File: src/port_ingress_defines.vh
// constants for the per-port ingress priority and authentication registers
`ifndef PORT_INGRESS_DEFINES_VH
`define PORT_INGRESS_DEFINES_VH

// register indexes within a port page, byte address is four times these
`define IDX_SRC_SEL      12'h801
`define IDX_TAG_CTRL     12'h802
`define IDX_AUTH_CTRL    12'h803
`define IDX_QPTR         12'h804

// reset values
`define RST_SRC_SEL      8'h00
`define RST_TAG_CTRL     8'h00
`define RST_AUTH_CTRL    8'h00
`define RST_QPTR         32'h00000000

// writable masks, all other bits read zero except the acl enable bit read back in auth control
`define MASK_SRC_SEL     8'hdf
`define MASK_TAG_CTRL    8'h9f
`define MASK_AUTH_CTRL   8'h03

// source select fields
`define SS_HIGHEST       7
`define SS_ORED          6
`define SS_MAC           4
`define SS_VLAN          3
`define SS_DOT1P         2
`define SS_DSV           1
`define SS_ACL           0

// tag control fields
`define TC_CEIL          7
`define TC_DROP_UNTAG    4
`define TC_DROP_TAG      3
`define TC_DEF_HI        2
`define TC_DEF_LO        0

// authentication control fields and modes
`define AC_ACL_EN        2
`define AUTH_RSVD        2'h0
`define AUTH_BLOCK       2'h1
`define AUTH_PASS        2'h2
`define AUTH_TRAP        2'h3

// pointer fields
`define PTR_PORT_HI      18
`define PTR_PORT_LO      16
`define PTR_Q_HI         1
`define PTR_Q_LO         0

`endif

File: src/port_ingress_priority_auth_control.v
// per-port ingress priority, tag discard and authentication control
`timescale 1ns/100ps
`include "port_ingress_defines.vh"

module port_ingress_priority_auth_control #(
    parameter NPORT = 7
) (
    input  wire                 clk,
    input  wire                 rst_n,
    // classic wishbone slave
    input  wire                 wb_cyc_i,
    input  wire                 wb_stb_i,
    input  wire                 wb_we_i,
    input  wire [16:0]          wb_adr_i,
    input  wire [3:0]           wb_sel_i,
    input  wire [31:0]          wb_dat_i,
    output reg  [31:0]          wb_dat_o,
    output reg                  wb_ack_o,
    // acl filtering enabled per port, from the acl engine
    input  wire [NPORT-1:0]     acl_enabled,
    // packet under classification
    input  wire                 pkt_valid,
    input  wire [2:0]           pkt_port,
    input  wire                 pkt_tagged,
    input  wire [2:0]           pkt_user_prio,
    input  wire [2:0]           pkt_default_prio,
    input  wire                 mac_hit,
    input  wire [2:0]           mac_prio,
    input  wire                 vlan_hit,
    input  wire [2:0]           vlan_prio,
    input  wire                 dsv_hit,
    input  wire [2:0]           dsv_prio,
    input  wire                 acl_hit,
    input  wire [2:0]           acl_prio,
    input  wire                 acl_drop,
    // classification result
    output reg                  res_valid,
    output reg  [2:0]           res_prio,
    output reg  [2:0]           res_user_prio,
    output reg                  res_discard,
    output reg                  res_to_host,
    // indirect selectors of every port, port p at [3p+:3] and [2p+:2]
    output reg  [3*NPORT-1:0]   ptr_port_idx,
    output reg  [2*NPORT-1:0]   ptr_queue
);

    // controls of all ports side by side
    wire [8*NPORT-1:0]  src_all;
    wire [8*NPORT-1:0]  tag_all;
    wire [2*NPORT-1:0]  mode_all;

    // address decode: port number in the upper bits, index below
    wire [2:0]  bus_port = wb_adr_i[16:14];
    wire [11:0] bus_idx  = wb_adr_i[13:2];
    wire        bus_req  = wb_cyc_i & wb_stb_i & ~wb_ack_o;
    wire        port_ok  = (bus_port != 3'h0) && (bus_port <= NPORT);
    // writes land on the edge at which the master sees ack high
    wire        wr_take  = wb_cyc_i & wb_stb_i & wb_ack_o
                         & wb_we_i & port_ok;

    // reset images of the narrow fields, cut from the full words
    wire [7:0]  auth_rst = `RST_AUTH_CTRL & `MASK_AUTH_CTRL;
    wire [31:0] qptr_rst = `RST_QPTR;

    // one bank of controls per port
    genvar p;
    generate
        for (p = 0; p < NPORT; p = p + 1)
        begin : gen_port
            // control storage of this port
            reg [7:0] src_sel_reg;
            reg [7:0] tag_ctrl_reg;
            reg [1:0] auth_mode_reg;
            reg [2:0] pidx_reg;
            reg [1:0] qptr_reg;
            wire      hit = wr_take && (bus_port == p + 1);

            // write strobes of this port's registers
            wire      wr_src  = hit & bus_idx == `IDX_SRC_SEL & wb_sel_i[0];
            wire      wr_tag  = hit & bus_idx == `IDX_TAG_CTRL & wb_sel_i[0];
            wire      wr_auth = hit & bus_idx == `IDX_AUTH_CTRL & wb_sel_i[0];
            wire      wr_pidx = hit & bus_idx == `IDX_QPTR & wb_sel_i[2];
            wire      wr_q    = hit & bus_idx == `IDX_QPTR & wb_sel_i[0];

            // register writes, byte lane 0 for 8-bit registers
            always @(posedge clk)
            begin
                if (!rst_n)
                begin
                    src_sel_reg   <= `RST_SRC_SEL;
                    tag_ctrl_reg  <= `RST_TAG_CTRL;
                    auth_mode_reg <= auth_rst[1:0];
                    pidx_reg      <= qptr_rst[`PTR_PORT_HI:`PTR_PORT_LO];
                    qptr_reg      <= qptr_rst[`PTR_Q_HI:`PTR_Q_LO];
                end
                else if (hit)
                begin
                    if (wr_src)
                        src_sel_reg <= wb_dat_i[7:0] & `MASK_SRC_SEL;
                    if (wr_tag)
                        tag_ctrl_reg <= wb_dat_i[7:0] & `MASK_TAG_CTRL;
                    if (wr_auth)
                        auth_mode_reg <= wb_dat_i[1:0];
                    // pointer halves follow their own byte lanes
                    if (wr_pidx)
                        pidx_reg <= wb_dat_i[`PTR_PORT_HI:`PTR_PORT_LO];
                    if (wr_q)
                        qptr_reg <= wb_dat_i[`PTR_Q_HI:`PTR_Q_LO];
                end
            end

            // flatten for the shared read and packet muxes
            assign src_all[8*p+:8]  = src_sel_reg;
            assign tag_all[8*p+:8]  = tag_ctrl_reg;
            assign mode_all[2*p+:2] = auth_mode_reg;

            // pointer fields out to the indirect tables
            always @(posedge clk)
            begin
                if (!rst_n)
                begin
                    ptr_port_idx[3*p+:3] <= 3'h0;
                    ptr_queue[2*p+:2]    <= 2'h0;
                end
                else
                begin
                    ptr_port_idx[3*p+:3] <= pidx_reg;
                    ptr_queue[2*p+:2]    <= qptr_reg;
                end
            end
        end
    endgenerate

    // read data of the addressed register, zero for unmapped
    reg [31:0] rd_data;
    reg [2:0]  bp;
    always @*
    begin
        rd_data = 32'h00000000;
        bp = bus_port - 3'h1;
        // only ports 1 to NPORT answer with data
        if (port_ok)
        begin
            case (bus_idx)
                `IDX_SRC_SEL:
                    rd_data[7:0] = src_all[8*bp+:8];
                `IDX_TAG_CTRL:
                    rd_data[7:0] = tag_all[8*bp+:8];
                `IDX_AUTH_CTRL:
                begin
                    rd_data[`AC_ACL_EN] = acl_enabled[bp];
                    rd_data[1:0] = mode_all[2*bp+:2];
                end
                `IDX_QPTR:
                begin
                    rd_data[`PTR_PORT_HI:`PTR_PORT_LO] =
                        gen_sel_pidx(ptr_port_idx, bp);
                    rd_data[`PTR_Q_HI:`PTR_Q_LO] = gen_sel_q(ptr_queue, bp);
                end
                default:
                    rd_data = 32'h00000000;
            endcase
        end
    end

    // pointer read helpers over the registered pointer outputs
    function [2:0] gen_sel_pidx;
        input [3*NPORT-1:0] v;
        input [2:0]         idx;
        begin
            gen_sel_pidx = v[3*idx+:3];
        end
    endfunction

    function [1:0] gen_sel_q;
        input [2*NPORT-1:0] v;
        input [2:0]         idx;
        begin
            gen_sel_q = v[2*idx+:2];
        end
    endfunction

    // bus answer one cycle after the request, dropped the next cycle
    always @(posedge clk)
    begin
        if (!rst_n)
        begin
            wb_ack_o <= 1'b0;
            wb_dat_o <= 32'h00000000;
        end
        else
        begin
            wb_ack_o <= bus_req;
            wb_dat_o <= bus_req ? rd_data : 32'h00000000;
        end
    end

    // controls of the packet's port
    reg [7:0] ss;
    reg [7:0] tc;
    reg [1:0] am;
    reg       acl_on;
    reg [2:0] pp;
    always @*
    begin
        pp = pkt_port - 3'h1;
        ss = 8'h00;
        tc = 8'h00;
        am = 2'h0;
        acl_on = 1'b0;
        // out-of-range port sees all controls at zero
        if (pkt_port != 3'h0 && pkt_port <= NPORT)
        begin
            ss = src_all[8*pp+:8];
            tc = tag_all[8*pp+:8];
            am = mode_all[2*pp+:2];
            acl_on = acl_enabled[pp];
        end
    end

    // enabled classifier hits
    wire h_mac  = ss[`SS_MAC] & mac_hit;
    wire h_vlan = ss[`SS_VLAN] & vlan_hit;
    wire h_1p   = ss[`SS_DOT1P] & pkt_tagged;
    wire h_dsv  = ss[`SS_DSV] & dsv_hit;
    wire h_acl  = ss[`SS_ACL] & acl_hit;

    // masked priorities of the enabled hits
    wire [2:0] m_mac  = {3{h_mac}} & mac_prio;
    wire [2:0] m_vlan = {3{h_vlan}} & vlan_prio;
    wire [2:0] m_1p   = {3{h_1p}} & pkt_user_prio;
    wire [2:0] m_dsv  = {3{h_dsv}} & dsv_prio;
    wire [2:0] m_acl  = {3{h_acl}} & acl_prio;

    // combine the priority results
    reg [2:0] prio;
    reg       any;
    always @*
    begin
        any  = h_mac | h_vlan | h_1p | h_dsv | h_acl;
        prio = 3'h0;
        if (ss[`SS_HIGHEST])
        begin
            if (h_mac && mac_prio > prio) prio = mac_prio;
            if (h_vlan && vlan_prio > prio) prio = vlan_prio;
            if (h_1p && pkt_user_prio > prio) prio = pkt_user_prio;
            if (h_dsv && dsv_prio > prio) prio = dsv_prio;
            if (h_acl && acl_prio > prio) prio = acl_prio;
        end
        else if (ss[`SS_ORED])
        begin
            prio = m_mac | m_vlan | m_1p | m_dsv | m_acl;
        end
        // neither mode bit: fixed precedence, acl first
        else if (h_acl)
            prio = acl_prio;
        else if (h_dsv)
            prio = dsv_prio;
        else if (h_1p)
            prio = pkt_user_prio;
        else if (h_vlan)
            prio = vlan_prio;
        else if (h_mac)
            prio = mac_prio;
        // no enabled classifier hit: port default
        if (!any)
            prio = tc[`TC_DEF_HI:`TC_DEF_LO];
    end

    // forwarding decision from tag discard and authentication mode
    reg drop;
    reg to_host;
    always @*
    begin
        drop = (tc[`TC_DROP_UNTAG] & ~pkt_tagged)
             | (tc[`TC_DROP_TAG] & pkt_tagged);
        to_host = 1'b0;
        // authentication mode on top of tag discard
        case (am)
            `AUTH_BLOCK:
                drop = drop | (acl_on ? ~acl_hit : acl_drop);
            `AUTH_PASS:
                drop = drop | (~acl_on & acl_drop);
            `AUTH_TRAP:
            begin
                to_host = 1'b1;
                drop = drop | (acl_on ? ~acl_hit : acl_drop);
            end
            default:
                drop = drop;
        endcase
    end

    // user priority ceiling against the port default tag
    reg [2:0] user_prio;
    always @*
    begin
        user_prio = pkt_user_prio;
        if (tc[`TC_CEIL] && pkt_user_prio > pkt_default_prio)
            user_prio = pkt_default_prio;
    end

    // registered result, one cycle after the packet
    always @(posedge clk)
    begin
        if (!rst_n)
        begin
            res_valid     <= 1'b0;
            res_prio      <= 3'h0;
            res_user_prio <= 3'h0;
            res_discard   <= 1'b0;
            res_to_host   <= 1'b0;
        end
        else
        begin
            res_valid   <= pkt_valid;
            res_prio    <= prio;
            res_discard <= drop;
            res_to_host <= to_host & ~drop;
            res_user_prio <= user_prio;
        end
    end

endmodule // port_ingress_priority_auth_control

File: config.mk
export PLATFORM = sky130hd
export DESIGN_NAME = port_ingress_priority_auth_control
export DESIGN_NICKNAME = d
export VERILOG_FILES = /design/src/port_ingress_priority_auth_control.v
export VERILOG_INCLUDE_DIRS = /design/src
export SDC_FILE = /design/constraint.sdc
export NUM_CORES = 1
export LEC_CHECK = 0
export ABC_AREA = 1
export BUFFER_PORTS_ARGS = -buffer_cell sky130_fd_sc_hd__buf_2
export CORE_MARGIN = 8
export CORE_UTILIZATION = 57
export DETAILED_ROUTE_END_ITERATION = 12
export PLACE_DENSITY_LB_ADDON = 0.2
export SKIP_LAST_GASP = 1
export SLEW_MARGIN = 0
export SYNTH_ARGS = -nofsm -noshare
export SYNTH_HDL_FRONTEND = slang
export SYNTH_SLANG_ARGS = --single-unit
export TNS_END_PERCENT = 10
File: constraint.sdc
create_clock -name clk -period 7.2 [get_ports clk]
set_input_delay 0.36 -clock clk [delete_from_list [all_inputs] [get_ports clk]]
set_output_delay 0.36 -clock clk [all_outputs]
set_load 0.05 [all_outputs]
==> run metrics <==
Cells after Synth=1445; Max-Cap Viols=0; post-detailed-route count of antenna-violating nets=0; RSZ-0062 raised after global routing=no; total wire length=30200 um; Die Width=149.6 um; Worst Path Max Fanout=40; number of synthesized flops with an enable pin=0; Post-Route M1 WL=12800 um; num rows=49; die area=0.02239 mm2; number of synthesized register bits=195; R2R setup slack=1.69 ns; Final period util=81.46%; H-tree depth=4; synth warn=0; CTS Sinks=195; worst-skew pair later-pin latency=0.45 ns; CTS root buf=clkbuf_16; Max clock buf depth=2; min cycle time layout=5.865 ns; Slew Viols, Final=0; total chip power=2.487 mW; port bufs=121; final hold vios=0; Max Used Layer=met4; average vias per placed instance=5.695; peak supply drop=0.1735 mV; # DRC=0; Netlist cell types=53; GP Congestion=0.9106; clk slew on worst S/H paths=0.09 ns; metal2 WL=13690 um; core box area=0.01772 mm2; Hold Crit Class=primary input to register; WP data required=7.54 ns; DP HPWL=20590 um; fmax=0.1705 GHz; first-pass GRT wire length=48070 um; grt total ovfl=0; final net count=1616; Crit. End Element=register; met3 WL=2826 um; P per Cell Area=220.7 mW/mm2; fillers=1622; Psw=0.7872 mW; top flip-flop cell by instance count after synthesis=dfxtp_1; Area Overhead vs Synth=10.71%; number of global-route vias before repair=9358; reg2reg start=gen_port[2].src_sel_reg[4]$_SDFFE_PN0P_; slowest cell on the critical path=nor2_1; initial drt markers=1101; critical path class=primary input to register; run status=completed; Worst Path Arrival=6.21 ns; Die Ht=149.6 um; leakage power=4.885 nW; Worst R2R Path Depth=41; initial core utilization=57.45%; post-CTS resize count=0; syn avg cell area=7.045 um2; All-Layer GR Usage=26.91%; share of cells above drive strength 1=13.58%; startpoint types=primary input; register area share after synthesis=38.35%; Finish-stage setup viols=0; largest net degree at the start of global routing=72; Clk pwr share=41.2%; CP most frequent cell=nand2_1; highest cell delay on the worst timing path=0.39 ns; CTS tree=done; WHS Path Cells=3; Min-Delay Startpoint=pkt_valid; Switching Share=31.65%; total CTS buffers=17; setup TNS=0 ns; Worst-Margin Slew=1.031 ns; post-synthesis async set-or-reset flop share=0%; Post-CTS Hold Buffers=0; I/O pin cnt=170; drt first pass iters=5; sequential power share=43.6%; initial antenna violation count=0; average wire per standard cell=17.29 um; reg2reg end=res_prio[2]$_SDFF_PN0_; Mapped Area=0.01018 mm2; Comb power frac=15.1%; Rel. slew slack=30.85%; max FFs per register=49; postcts setup bufs=0; antenna cell count=0; Setup Skew=0.01173 ns; Worst Hold Endpoint=res_valid$_SDFF_PN0_; Pint=1.700 mW; vias=9943
==> logic make-up after synthesis <==
| kind of cell | share of synthesized area, % |
|---|---|
| compound gates | 26.63 |
| fa+ha+maj | 2.335 |
| buf+inv | 12.44 |
| flops | 38.35 |
| other cells | 0.03684 |
| simple gates | 20.21 |
==> layout by cell type (no fill, tap or decap), types with 22 or more instances in the layout <==
master    count
a211oi_1     71
a21oi_1     147
buf_2       121
conb_1       22
dfxtp_1     195
inv_1       163
nand2_1     205
nand3_1      54
nor2_1      177
o21ai_0     180
==> Yosys cell counts (2+ instances only) <==
cell type  number  share of area [%]
a211oi_1       71                5.2
a21oi_1       147                7.2
a221oi_1        2               0.17
a22o_1          3               0.26
a311oi_1        8               0.69
a31oi_1         8               0.49
buf_1           4               0.15
buf_2          21                1.0
buf_4          25                1.8
buf_6           7               0.77
clkbuf_1       54                2.0
clkinv_1        2              0.074
dfxtp_1       195                 38
ha_1           19                2.3
inv_1         164                6.0
inv_2           6               0.22
nand2_1       205                7.6
nand2_2         9               0.55
nand2_4         3               0.33
nand3_1        54                2.7
nand3_2         7               0.69
nand4_1         6               0.37
nand4_4         2               0.42
nor2_1        177                6.5
nor2_2          2               0.12
nor2_4          2               0.22
nor3_1          5               0.25
o211ai_1       14                1.0
o21ai_0       180                8.8
o21ai_1        11               0.54
o21bai_1        3               0.22
o221ai_1        4               0.34
o22ai_1         4               0.25
or2_2           2               0.12
==> power groups by stage <==
stage | clock [mW] | sequential (mW) | combinational, mW
final | 1.03 | 1.09 | 0.376
after global routing | 1.08 | 1.09 | 0.412
after CTS | 1.03 | 1.09 | 0.370
after detailed placement | 0 | 1.11 | 0.369
after global placement | 0 | 1.11 | 0.362
after floorplan | 0 | 1.13 | 0.260
==> worst max path at each step <==
stage	start	to	slack (ns)	depth (start not counted)
2_1_floorplan	pkt_port[0]	res_prio[2]$_SDFF_PN0_	1.20	45
3_3_place_gp	pkt_port[0]	res_prio[2]$_SDFF_PN0_	1.12	42
3_5_place_dp	pkt_port[0]	res_prio[2]$_SDFF_PN0_	0.88	42
4_1_cts	pkt_port[0]	res_prio[2]$_SDFF_PN0_	1.34	42
5_1_grt	pkt_port[0]	res_prio[2]$_SDFF_PN0_	0.70	42
6_report	pkt_port[0]	res_prio[2]$_SDFF_PN0_	1.33	42
==> per-layer routing <==
layer	GRT usage, %	vias up
met5	0	-
met4	11.71	0
met3	5.352	75
met2	43.33	493
met1	34.37	4457
li1	-	4918
==> worst max-delay path, delay by kind of cell <==
family / cells / cell delay (ns)
AND/OR/NAND/NOR: 22 / 2.42
buffers and inverters: 6 / 0.44
AO/OA/AOI/OAI: 8 / 1.31
adder cells (fa/ha/maj): 6 / 1.65
==> through the flow <==
step	hold slack [ns]	setup WS (ns)	cells	util (%)	area, um2
final	0.08574	1.335	1746	63.60	11270
after detailed placement	0.4160	0.8812	1714	59.92	10620
after floorplan	0.4071	1.202	1466	-	10260
after CTS	0.08386	1.336	1746	63.60	11270
after global routing	0.08372	0.7002	1746	63.60	11270
after global placement	0.4106	1.125	1714	59.92	10620
==> layout make-up <==
class	count	area, um2	share of cell area [%]
well taps	229	286.5	2.542
clock inverters	15	227.7	2.021
clock buffers	17	425.4	3.775
inverters	173	656.9	5.829
flip-flops and latches	195	3904	34.64
repair buffers	131	680.7	6.040
multi-input cells	986	5089	45.15
No activity file was read; power rests on OpenSTA's default activity.
